[src/rtl/conv_cfg_pkg.sv]
// constants shared by the media converter configuration and link control logic
package conv_cfg_pkg;

	// three-level strap codes
	typedef enum logic [1:0] {
		LVL_LOW  = 2'h0,
		LVL_MID  = 2'h1,
		LVL_HIGH = 2'h2
	} level_t;

	// rates of the main clock and of the reference clock, in kHz
	localparam int unsigned MCLK_KHZ = 125000;
	localparam int unsigned REF_KHZ = 25000;

	// strap sampling delay after power-down release, inside the 3 to 8 ms window
	localparam int unsigned STRAP_DELAY_MS = 5;
	localparam int unsigned STRAP_DELAY_TICKS = STRAP_DELAY_MS * REF_KHZ;
	localparam int STRAP_CNT_W = 17;

	// transmitter blanking timing
	localparam int unsigned WARN_PERIOD_MS = 3800;
	localparam int unsigned WARN_OFF_MS = 425;
	localparam int unsigned WARN_FAST_PERIOD_MS = 934;
	localparam int unsigned WARN_FAST_OFF_MS = 104;
	localparam int unsigned WARN_PERIOD_TICKS = WARN_PERIOD_MS * REF_KHZ;
	localparam int unsigned WARN_OFF_TICKS = WARN_OFF_MS * REF_KHZ;
	localparam int unsigned WARN_FAST_PERIOD_TICKS = WARN_FAST_PERIOD_MS * REF_KHZ;
	localparam int unsigned WARN_FAST_OFF_TICKS = WARN_FAST_OFF_MS * REF_KHZ;
	localparam int WARN_CNT_W = 27;

	// management frame layout
	localparam logic [5:0] MGMT_PREAMBLE_LEN = 6'h20;
	localparam logic [1:0] MGMT_OP_READ = 2'h2;
	localparam logic [1:0] MGMT_OP_WRITE = 2'h1;
	localparam logic [4:0] MGMT_LAST_ADDR_BIT = 5'h04;
	localparam logic [4:0] MGMT_LAST_DATA_BIT = 5'h0F;
	localparam logic [4:0] MGMT_REG_TEST = 5'h1C;
	localparam int MGMT_TEST_FAST_BIT = 0;

	// reset values
	localparam logic TEST_FAST_RST = 1'b0;
	localparam logic [4:0] PHY_ADDR_RST = 5'h00;

	// synchroniser width: refclk, mdc, mdio, pd, two disables, four level bits, six address bits
	localparam int PIN_W = 16;

endpackage

[src/rtl/pin_sync.sv]
// three-stage pin synchroniser that accepts a change once stages two and three agree
`timescale 1ns/1ps
module pin_sync #(
	parameter int W = 1
) (
	input wire logic i_mclk,
	input wire logic i_rst_n,
	input wire logic [W-1:0] i_pin,
	output logic [W-1:0] o_level
);

	logic [W-1:0] s1_q, s2_q, s3_q, lvl_q;
	logic [W-1:0] lvl_d;

	always_comb begin
		lvl_d = lvl_q;
		for (int i = 0; i < W; i++) begin
			if (s2_q[i] == s3_q[i]) begin
				lvl_d[i] = s3_q[i];
			end
		end
	end

	always_ff @(posedge i_mclk) begin
		if (!i_rst_n) begin
			s1_q <= '0;
			s2_q <= '0;
			s3_q <= '0;
			lvl_q <= '0;
		end else begin
			s1_q <= i_pin;
			s2_q <= s1_q;
			s3_q <= s2_q;
			lvl_q <= lvl_d;
		end
	end

	assign o_level = lvl_q;

endmodule

[src/rtl/link_blank_timer.sv]
// periodic transmitter blanking timer for one network interface
`timescale 1ns/1ps
module link_blank_timer
	import conv_cfg_pkg::*;
#(
	parameter logic [WARN_CNT_W-1:0] PERIOD = WARN_CNT_W'(WARN_PERIOD_TICKS),
	parameter logic [WARN_CNT_W-1:0] OFF = WARN_CNT_W'(WARN_OFF_TICKS),
	parameter logic [WARN_CNT_W-1:0] FAST_PERIOD = WARN_CNT_W'(WARN_FAST_PERIOD_TICKS),
	parameter logic [WARN_CNT_W-1:0] FAST_OFF = WARN_CNT_W'(WARN_FAST_OFF_TICKS)
) (
	input wire logic i_mclk,
	input wire logic i_rst_n,
	input wire logic i_tick,
	input wire logic i_run,
	input wire logic i_fast,
	output logic o_blank
);

	logic [WARN_CNT_W-1:0] cnt_q, cnt_d;
	logic blank_q, blank_d;
	logic [WARN_CNT_W-1:0] per, off;

	always_comb begin
		per = i_fast ? FAST_PERIOD : PERIOD;
		off = i_fast ? FAST_OFF : OFF;
		cnt_d = cnt_q;
		if (!i_run) begin
			cnt_d = '0;
		end else if (i_tick) begin
			// a mode switch mid-period simply wraps at the new length
			cnt_d = (cnt_q >= per - 1'b1) ? '0 : cnt_q + 1'b1;
		end
		// blanking opens the period so the partner sees the loss at once
		blank_d = i_run && (cnt_d < off);
	end

	always_ff @(posedge i_mclk) begin
		if (!i_rst_n) begin
			cnt_q <= '0;
			blank_q <= 1'b0;
		end else begin
			cnt_q <= cnt_d;
			blank_q <= blank_d;
		end
	end

	assign o_blank = blank_q;

endmodule

[src/rtl/converter_config_and_link_control.sv]
// strap sampling, management access and transmitter control of the media converter
`timescale 1ns/1ps
module converter_config_and_link_control
	import conv_cfg_pkg::*;
#(
	parameter logic [STRAP_CNT_W-1:0] STRAP_TICKS = STRAP_CNT_W'(STRAP_DELAY_TICKS),
	parameter logic [WARN_CNT_W-1:0] PERIOD_TICKS = WARN_CNT_W'(WARN_PERIOD_TICKS),
	parameter logic [WARN_CNT_W-1:0] OFF_TICKS = WARN_CNT_W'(WARN_OFF_TICKS),
	parameter logic [WARN_CNT_W-1:0] FAST_PERIOD_TICKS = WARN_CNT_W'(WARN_FAST_PERIOD_TICKS),
	parameter logic [WARN_CNT_W-1:0] FAST_OFF_TICKS = WARN_CNT_W'(WARN_FAST_OFF_TICKS)
) (
	input wire logic i_mclk,
	input wire logic i_rst_n,
	input wire logic i_reference_clock_in,
	input wire logic i_power_down_n,
	input wire logic i_copper_tx_disable_n,
	input wire logic i_fiber_tx_disable_n,
	input wire logic i_speed_strap_hi,
	input wire logic i_speed_strap_lo,
	input wire logic i_duplex_strap_hi,
	input wire logic i_duplex_strap_lo,
	input wire logic [1:0] i_phy_addr_low_strap,
	input wire logic [1:0] i_phy_addr_mid_strap,
	input wire logic [1:0] i_phy_addr_high_warn_strap,
	input wire logic i_copper_link_up,
	input wire logic i_fiber_link_up,
	input wire logic i_mdc,
	input wire logic i_mdio,
	output logic o_mdio,
	output logic o_mdio_oe,
	output logic [4:0] o_phy_addr,
	output logic [1:0] o_speed_code,
	output logic [1:0] o_duplex_code,
	output logic o_rate_100_en,
	output logic o_rate_10_en,
	output logic o_autoneg_en,
	output logic o_duplex_en,
	output logic o_transparent,
	output logic o_warn_en,
	output logic o_test_fast,
	output logic o_config_valid,
	output logic o_power_down,
	output logic o_copper_tx_en,
	output logic o_fiber_tx_en
);

	typedef enum logic [2:0] {
		MG_IDLE = 3'h0,
		MG_START = 3'h1,
		MG_OP = 3'h3,
		MG_PHY = 3'h2,
		MG_REG = 3'h6,
		MG_TA = 3'h7,
		MG_DATA = 3'h5
	} mgmt_state_t;

	function automatic level_t resolve_level(input logic hi, input logic lo);
		if (hi) begin
			return LVL_HIGH;
		end else if (lo) begin
			return LVL_LOW;
		end
		return LVL_MID;
	endfunction

	////////////////////////////////////////////////////////////////////////////////
	// pin synchronisation and edge detection

	logic [PIN_W-1:0] pins, pins_s;
	logic ref_s, mdc_s, mdio_s, pd_n_s, cu_dis_n_s, fo_dis_n_s;
	logic spd_hi_s, spd_lo_s, dpx_hi_s, dpx_lo_s;
	logic [5:0] addr_s;
	logic ref_prev_q, mdc_prev_q;
	logic ref_tick, mdc_rise;

	assign pins = {i_reference_clock_in, i_mdc, i_mdio, i_power_down_n,
		i_copper_tx_disable_n, i_fiber_tx_disable_n,
		i_speed_strap_hi, i_speed_strap_lo, i_duplex_strap_hi, i_duplex_strap_lo,
		i_phy_addr_high_warn_strap, i_phy_addr_mid_strap, i_phy_addr_low_strap};

	pin_sync #(.W(PIN_W)) u_sync (
		.i_mclk(i_mclk),
		.i_rst_n(i_rst_n),
		.i_pin(pins),
		.o_level(pins_s)
	);

	assign {ref_s, mdc_s, mdio_s, pd_n_s, cu_dis_n_s, fo_dis_n_s,
		spd_hi_s, spd_lo_s, dpx_hi_s, dpx_lo_s, addr_s} = pins_s;

	// the reference clock becomes a one-cycle enable on its rising edge
	assign ref_tick = ref_s && !ref_prev_q;
	// mdc up to 12.5 MHz still leaves five main-clock cycles per phase
	assign mdc_rise = mdc_s && !mdc_prev_q;

	always_ff @(posedge i_mclk) begin
		if (!i_rst_n) begin
			ref_prev_q <= 1'b0;
			mdc_prev_q <= 1'b0;
		end else begin
			ref_prev_q <= ref_s;
			mdc_prev_q <= mdc_s;
		end
	end

	////////////////////////////////////////////////////////////////////////////////
	// power-down and delayed strap sampling

	logic pend_q, pend_d;
	logic [STRAP_CNT_W-1:0] dly_q, dly_d;
	logic sample;
	logic valid_q, valid_d;
	level_t spd_q, spd_d, dpx_q, dpx_d;
	logic [4:0] addr_q, addr_d;
	logic warn_strap_q, warn_strap_d;
	logic pd_active;

	assign pd_active = !pd_n_s;

	always_comb begin
		pend_d = pend_q;
		dly_d = dly_q;
		sample = 1'b0;
		if (pd_active) begin
			pend_d = 1'b1;
			dly_d = '0;
		end else if (pend_q && ref_tick) begin
			if (dly_q >= STRAP_TICKS - 1'b1) begin
				sample = 1'b1;
				pend_d = 1'b0;
				dly_d = '0;
			end else begin
				dly_d = dly_q + 1'b1;
			end
		end
		valid_d = valid_q;
		spd_d = spd_q;
		dpx_d = dpx_q;
		addr_d = addr_q;
		warn_strap_d = warn_strap_q;
		if (sample) begin
			valid_d = 1'b1;
			spd_d = resolve_level(spd_hi_s, spd_lo_s);
			dpx_d = resolve_level(dpx_hi_s, dpx_lo_s);
			addr_d[1:0] = addr_s[1:0];
			addr_d[3:2] = addr_s[3:2];
			addr_d[4] = addr_s[4];
			warn_strap_d = addr_s[5];
		end
	end

	always_ff @(posedge i_mclk) begin
		if (!i_rst_n) begin
			pend_q <= 1'b1;
			dly_q <= '0;
			valid_q <= 1'b0;
			spd_q <= LVL_MID;
			dpx_q <= LVL_MID;
			addr_q <= PHY_ADDR_RST;
			warn_strap_q <= 1'b0;
		end else begin
			pend_q <= pend_d;
			dly_q <= dly_d;
			valid_q <= valid_d;
			spd_q <= spd_d;
			dpx_q <= dpx_d;
			addr_q <= addr_d;
			warn_strap_q <= warn_strap_d;
		end
	end

	////////////////////////////////////////////////////////////////////////////////
	// management frame engine

	mgmt_state_t st_q, st_d;
	logic [5:0] ones_q, ones_d;
	logic [4:0] cnt_q, cnt_d;
	logic [15:0] sh_q, sh_d;
	logic [1:0] op_q, op_d;
	logic match_q, match_d;
	logic [4:0] reg_q, reg_d;
	logic oe_q, oe_d, out_q, out_d;
	logic fast_q, fast_d;
	logic [15:0] rd_data;
	logic rd_go;

	always_comb begin
		rd_data = '0;
		if (reg_q == MGMT_REG_TEST) begin
			rd_data[MGMT_TEST_FAST_BIT] = fast_q;
		end
		rd_go = match_q && (op_q == MGMT_OP_READ);
		st_d = st_q;
		ones_d = ones_q;
		cnt_d = cnt_q;
		sh_d = sh_q;
		op_d = op_q;
		match_d = match_q;
		reg_d = reg_q;
		oe_d = oe_q;
		out_d = out_q;
		fast_d = fast_q;
		if (pd_active) begin
			st_d = MG_IDLE;
			ones_d = '0;
			oe_d = 1'b0;
		end else if (mdc_rise) begin
			cnt_d = cnt_q + 1'b1;
			sh_d = {sh_q[14:0], mdio_s};
			case (st_q)
				MG_IDLE: begin
					cnt_d = '0;
					if (mdio_s) begin
						ones_d = (ones_q == MGMT_PREAMBLE_LEN) ? ones_q : ones_q + 1'b1;
					end else begin
						st_d = (ones_q == MGMT_PREAMBLE_LEN) ? MG_START : MG_IDLE;
						ones_d = '0;
					end
				end
				MG_START: begin
					cnt_d = '0;
					st_d = mdio_s ? MG_OP : MG_IDLE;
				end
				MG_OP: begin
					if (cnt_q[0]) begin
						op_d = {sh_q[0], mdio_s};
						cnt_d = '0;
						st_d = ({sh_q[0], mdio_s} == MGMT_OP_READ || {sh_q[0], mdio_s} == MGMT_OP_WRITE)
							? MG_PHY : MG_IDLE;
					end
				end
				MG_PHY: begin
					if (cnt_q == MGMT_LAST_ADDR_BIT) begin
						match_d = ({sh_q[3:0], mdio_s} == addr_q) && valid_q;
						cnt_d = '0;
						st_d = MG_REG;
					end
				end
				MG_REG: begin
					if (cnt_q == MGMT_LAST_ADDR_BIT) begin
						reg_d = {sh_q[3:0], mdio_s};
						cnt_d = '0;
						st_d = MG_TA;
					end
				end
				MG_TA: begin
					// the station lets go in the first turnaround bit, the device drives zero in the second
					if (cnt_q == '0) begin
						oe_d = rd_go;
						out_d = 1'b0;
					end else begin
						cnt_d = '0;
						st_d = MG_DATA;
						out_d = rd_data[15];
						sh_d = {rd_data[14:0], 1'b0};
					end
				end
				MG_DATA: begin
					if (rd_go) begin
						out_d = sh_q[15];
						sh_d = {sh_q[14:0], 1'b0};
					end
					if (cnt_q == MGMT_LAST_DATA_BIT) begin
						st_d = MG_IDLE;
						oe_d = 1'b0;
						out_d = 1'b0;
						if (match_q && op_q == MGMT_OP_WRITE && reg_q == MGMT_REG_TEST) begin
							fast_d = mdio_s;
						end
					end
				end
				default: begin
					st_d = MG_IDLE;
				end
			endcase
		end
		// register bits are put back to their defaults whenever the straps are read
		if (sample) begin
			fast_d = TEST_FAST_RST;
		end
	end

	always_ff @(posedge i_mclk) begin
		if (!i_rst_n) begin
			st_q <= MG_IDLE;
			ones_q <= '0;
			cnt_q <= '0;
			sh_q <= '0;
			op_q <= '0;
			match_q <= 1'b0;
			reg_q <= '0;
			oe_q <= 1'b0;
			out_q <= 1'b0;
			fast_q <= TEST_FAST_RST;
		end else begin
			st_q <= st_d;
			ones_q <= ones_d;
			cnt_q <= cnt_d;
			sh_q <= sh_d;
			op_q <= op_d;
			match_q <= match_d;
			reg_q <= reg_d;
			oe_q <= oe_d;
			out_q <= out_d;
			fast_q <= fast_d;
		end
	end

	////////////////////////////////////////////////////////////////////////////////
	// operating mode and transmitter control

	logic r100, r10, single_rate, warn_en;
	logic cu_run, fo_run, cu_blank, fo_blank, both_down;
	logic cu_en_q, cu_en_d, fo_en_q, fo_en_d;

	always_comb begin
		r100 = (spd_q != LVL_LOW);
		r10 = (spd_q != LVL_HIGH);
		single_rate = r100 ^ r10;
		// a floating speed strap leaves both rates open, so the warning stays off there
		warn_en = valid_q && warn_strap_q && single_rate;
		cu_run = warn_en && !pd_active && !i_copper_link_up;
		fo_run = warn_en && !pd_active && !i_fiber_link_up;
		both_down = warn_en && !i_copper_link_up && !i_fiber_link_up;
		cu_en_d = valid_q && !pd_active && cu_dis_n_s && !both_down && !cu_blank;
		fo_en_d = valid_q && !pd_active && fo_dis_n_s && !both_down && !fo_blank;
	end

	link_blank_timer #(
		.PERIOD(PERIOD_TICKS),
		.OFF(OFF_TICKS),
		.FAST_PERIOD(FAST_PERIOD_TICKS),
		.FAST_OFF(FAST_OFF_TICKS)
	) u_cu_blank (
		.i_mclk(i_mclk),
		.i_rst_n(i_rst_n),
		.i_tick(ref_tick),
		.i_run(cu_run),
		.i_fast(fast_q),
		.o_blank(cu_blank)
	);

	link_blank_timer #(
		.PERIOD(PERIOD_TICKS),
		.OFF(OFF_TICKS),
		.FAST_PERIOD(FAST_PERIOD_TICKS),
		.FAST_OFF(FAST_OFF_TICKS)
	) u_fo_blank (
		.i_mclk(i_mclk),
		.i_rst_n(i_rst_n),
		.i_tick(ref_tick),
		.i_run(fo_run),
		.i_fast(fast_q),
		.o_blank(fo_blank)
	);

	always_ff @(posedge i_mclk) begin
		if (!i_rst_n) begin
			cu_en_q <= 1'b0;
			fo_en_q <= 1'b0;
		end else begin
			cu_en_q <= cu_en_d;
			fo_en_q <= fo_en_d;
		end
	end

	assign o_mdio = out_q;
	assign o_mdio_oe = oe_q;
	assign o_phy_addr = addr_q;
	assign o_speed_code = spd_q;
	assign o_duplex_code = dpx_q;
	assign o_rate_100_en = r100;
	assign o_rate_10_en = r10;
	assign o_autoneg_en = r100 && r10;
	assign o_duplex_en = r100 && r10;
	assign o_transparent = (dpx_q == LVL_MID);
	assign o_warn_en = warn_en;
	assign o_test_fast = fast_q;
	assign o_config_valid = valid_q;
	assign o_power_down = pd_active;
	assign o_copper_tx_en = cu_en_q;
	assign o_fiber_tx_en = fo_en_q;

endmodule

[config.mk]
export PLATFORM = sky130hd
export DESIGN_NAME = converter_config_and_link_control
export DESIGN_NICKNAME = d
export VERILOG_FILES = /design/src/rtl/conv_cfg_pkg.sv /design/src/rtl/pin_sync.sv /design/src/rtl/link_blank_timer.sv /design/src/rtl/converter_config_and_link_control.sv
export SDC_FILE = /design/constraint.sdc
export NUM_CORES = 1
export LEC_CHECK = 0
export ABC_AREA = 1
export ABC_CLOCK_PERIOD_IN_PS = 5640
export CORE_UTILIZATION = 65
export CTS_BUF_LIST = sky130_fd_sc_hd__clkbuf_8
export DETAILED_ROUTE_END_ITERATION = 16
export DONT_BUFFER_PORTS = 1
export PLACE_DENSITY = 0.8
export SLEW_MARGIN = 10
export SYNTH_ARGS = -nofsm -noshare
export SYNTH_HDL_FRONTEND = slang
export SYNTH_SLANG_ARGS = --single-unit
[constraint.sdc]
create_clock -name i_mclk -period 5.64 [get_ports i_mclk]
set_input_delay 1.41 -clock i_mclk [delete_from_list [all_inputs] [get_ports i_mclk]]
set_output_delay 1.41 -clock i_mclk [all_outputs]
set_load 0.02 [all_outputs]
==> flow_summary_export.csv <==
group,metric,value,unit
worst_setup_path,critPathMostFrequentCell,"nand2_1",
clocking,htree_levels,4,
detailed_routing,finalWirelength,21700,um
detailed_routing,ant_nets,0,
synth,synth-seq-area-share,38.3,%
global_route,grt_pass1_wl,36900,um
sta,worst_slew_margin_rel,32.7,%
die,boundaryPins,42,
global_route,grtUsageTotal,28.3,%
sta,fin_setup_tns,0,ns
sta,worstMarginPinSlew,1.01,ns
finish,final_nets,1495,
clocking,path_clk_slew,0.10,ns
worst_setup_path,crit_slowest_cell,"inv_1",
sta,hold_viol,0,
hold_path,min-delay-start,"u_cu_blank.o_blank",
synth,synth.top_cells.by_count,"nand2_1 (315), dfxtp_1 (194), nor2_1 (190)",
sta,rsz0062_at_grt,"no",
synth,synth.mux.area_fraction,0.0987,%
sta,finalCritPeriodShare,66.7,%
synth,synth_compound_area_share,10.8,%
worst_setup_path,start_kind,"flop",
clocking,clk_path_buf_depth,2,
detailed_routing,routedWlPerCell,13.5,um
global_route,grt_overflow_total,0,
die,core,15200,um^2
detailed_routing,dr.first_iter.drc_count,650,
synth,synth_area_leaders,"dfxtp_1 (38%), nand2_1 (12%), ha_1 (7.4%)",
place,io_buffers,0,
sta,period_minus_slack,3.76,ns
clocking,cts.sink_count,194,
worst_setup_path,required,6.01,ns
finish,antenna_cells,0,
clocking,cts_root_buf,"clkbuf_8",
worst_setup_path,crit_chain,"inv_1 -> ha_1 -> nand2_1 -> nor3_1 -> o21ai_0 -> nand3_1 -> nand2_1 -> nand4_1 -> nand2_2 -> nand2_2 -> nor2_1 -> ha_1 -> a21boi_1 -> nand3_1 -> nor2_1 -> nand2_1 -> nand2_1 -> nand2_1 -> nand2_1 -> nor2_1",
die,die_w,127,um
global_route,antenna_found_initial,0,
detailed_routing,vias_per_cell,5.54,
worst_setup_path,cpPeakStageDelay,0.73,ns
synth,yosys_warnings,0,
power,combinationalPowerShare,1.0,%
synth,netlist.area_leader.share,38.3,%
power,switching_power,0.556,mW
synth,ys_async_sr_fraction,0,%
finish,area_delta_synth_final,5.03,%
clocking,cts-resized-gates,0,
place,place_ws,1.99,ns
worst_setup_path,worstPathArrival,4.13,ns
synth,synth-simple-area-share,32.6,%
worst_setup_path,r2r_start,"o_test_fast",
global_route,grt_pass1_vias,8190,
worst_setup_path,cp_max_fo,23,
detailed_routing,vias,8960,
synth,synth_largest_area_cell,"dfxtp_1",
synth,synth_area_per_cell,7.13,um^2
synth,synthesis.area,10100,um^2
power,leakage,4.65,nW
power,powerDensity,215,nW/um^2
power,p_int,1.73,mW
worst_setup_path,r2r-end,"u_cu_blank.o_blank",
clocking,post_cts_buffers,0,
worst_setup_path,worst_r2r_path_depth,20,
sta,setup_viol,0,
die,die_h,127,um
die,start_util,66.7,%
synth,synth_xor_area_share,2.25,%
die,rows,45,
power,total_power,2.29,mW
power,seqPwrFrac,60.7,%
worst_setup_path,rrSetupSlack,1.88,ns
sta,setup_ws,1.88,ns
synth,synth_cells,1423,
detailed_routing,dr.pass1.iters,5,
hold_path,hold_path.class,"reg2reg",
sta,drv_slew,0,
place,hpwl,15800,um
worst_setup_path,end_kind,"flop",
worst_setup_path,path_class,"reg2reg",
synth,ys_seq_elements,194,
synth,synth.most_common_cell,"nand2_1",
synth,synth_top_family_by_area,"simple AND/OR/NAND/NOR gates",
sta,fin_skew,0.0122,ns
flow_run,max_cap_viol_count,0,
clocking,clk_latency,0.48,ns
power,clkPwrFrac,38.3,%
run_status,outcome,"complete, no violations",
clocking,cts_tree,"done",
synth,synth-edff-count,0,
synth,synthAdderAreaFrac,7.40,%
finish,drive_above_1_share,6.79,%
hold_path,min_path_cells,1,
die,dieArea,16100,um^2
synth,synth_flop_cell,"dfxtp_1",
synth,syn_nets,1503,
power,switching_share,24.3,%
global_route,grt_max_degree,93,
place,gp_congestion,0.941,
power,vdd_drop_max,0.234,mV
clocking,numCtsBuffers,17,
clocking,cts_hold_buf,0,
synth,ys_types,53,
hold_path,min_to,"o_copper_tx_en",
detailed_routing,drcViolationCount,0,
sta,max_freq,266,MHz
stage by stage:
step | hold slack (ns) | instance area, um^2 | utilization, % | cells
2_1_floorplan | 0.376 | 10100 | - | 1423
3_3_place_gp | 0.392 | 10300 | 67.6 | 1584
3_5_place_dp | 0.392 | 10300 | 67.6 | 1584
4_1_cts | 0.419 | 10700 | 70.1 | 1616
5_1_grt | 0.434 | 10700 | 70.1 | 1616
6_report | 0.419 | 10700 | 70.1 | 1616
power groups by stage:
stage	Combinational (mW)	Sequential, mW	Clock, mW
floorplan	0.0251	1.42	0
global placement	0.0214	1.42	0
detailed placement	0.0226	1.42	0
CTS	0.0226	1.39	0.892
global route	0.0259	1.39	0.950
finish	0.0223	1.39	0.876
layer usage:
| metal | routed length, um | vias to the layer above | part of all wire [%] | GRT usage (%) |
|---|---|---|---|---|
| met5 | 0 | - | 0 | 0 |
| met3 | 1210 | 38 | 5.6 | 5.10 |
| met2 | 9880 | 272 | 45 | 46.7 |
| met1 | 10300 | 4042 | 47 | 37.4 |
| li1 | - | 4608 | - | - |
| met4 | 401 | 0 | 1.8 | 9.59 |
sequential cells by signal, summed over array words and instances, names as in the netlist, 2 cells and up:
name and count:
ones_q 6, cnt_q 5, op_q 2, sh_q 16, reg_q 5, o_phy_addr 5
u_cu_blank.cnt_q 27, u_sync.s1_q 16, u_sync.s2_q 16, st_q 3, o_duplex_code 2, o_speed_code 2
u_sync.s3_q 16, dly_q 17, u_sync.o_level 16, u_fo_blank.cnt_q 27
layout by cell type (no fill, tap or decap), types with 5 or more instances in the layout:
| cell type | Yosys | routed |
|---|---|---|
| a211oi_1 | 9 | 9 |
| a21o_1 | 8 | 8 |
| a21oi_1 | 85 | 85 |
| clkbuf_8 | 0 | 18 |
| dfxtp_1 | 194 | 193 |
| ha_1 | 60 | 60 |
| inv_1 | 189 | 190 |
| inv_2 | 9 | 9 |
| inv_6 | 0 | 5 |
| inv_8 | 0 | 5 |
| nand2_1 | 315 | 315 |
| nand2_2 | 8 | 8 |
| nand3_1 | 60 | 60 |
| nand3b_1 | 5 | 5 |
| nand4_1 | 36 | 36 |
| nor2_1 | 190 | 189 |
| nor2_2 | 7 | 8 |
| nor2_4 | 9 | 9 |
| nor3_1 | 50 | 50 |
| nor3b_1 | 7 | 7 |
| nor4_1 | 6 | 6 |
| o211ai_1 | 5 | 5 |
| o21ai_0 | 58 | 58 |
| o21bai_1 | 7 | 7 |
| or2_2 | 9 | 9 |
| xnor2_1 | 10 | 10 |
| xor2_1 | 16 | 16 |
cells by family after synthesis:
family / Yosys count
DFF: 194
and+or+nand+nor: 722
muxes: 1
xor gates and xnor gates: 26
adders and majority gates: 60
AOI/OAI and AO/OA: 192
buffers and inverters: 228
worst max-delay path by stage:
stage                start                 end  cells past startpoint
6_report       o_test_fast  u_cu_blank.o_blank                     20
5_1_grt        o_test_fast  u_cu_blank.o_blank                     20
4_1_cts        o_test_fast  u_cu_blank.o_blank                     20
3_5_place_dp   o_test_fast  u_cu_blank.o_blank                     21
3_3_place_gp   o_test_fast  u_fo_blank.o_blank                     19
2_1_floorplan  o_test_fast  u_cu_blank.o_blank                     22
critical path: cells and delay by family, from the launching register on:
kind | cells | cell delay, ns
compound gates | 2 | 0.33
fa+ha+maj | 2 | 0.59
buf+inv | 1 | 0.73
flops | 1 | 0.33
simple gates | 15 | 1.66
layout make-up:
class,instances,area [um^2]
tap,188,235
fill,1328,4550
clock buffer,18,248
timing repair buffer,3,22.5
sequential,194,3880
multi-input combinational,1001,5380
clock inverter,14,135
inverter,198,743
(Power assumes the default switching activity.)
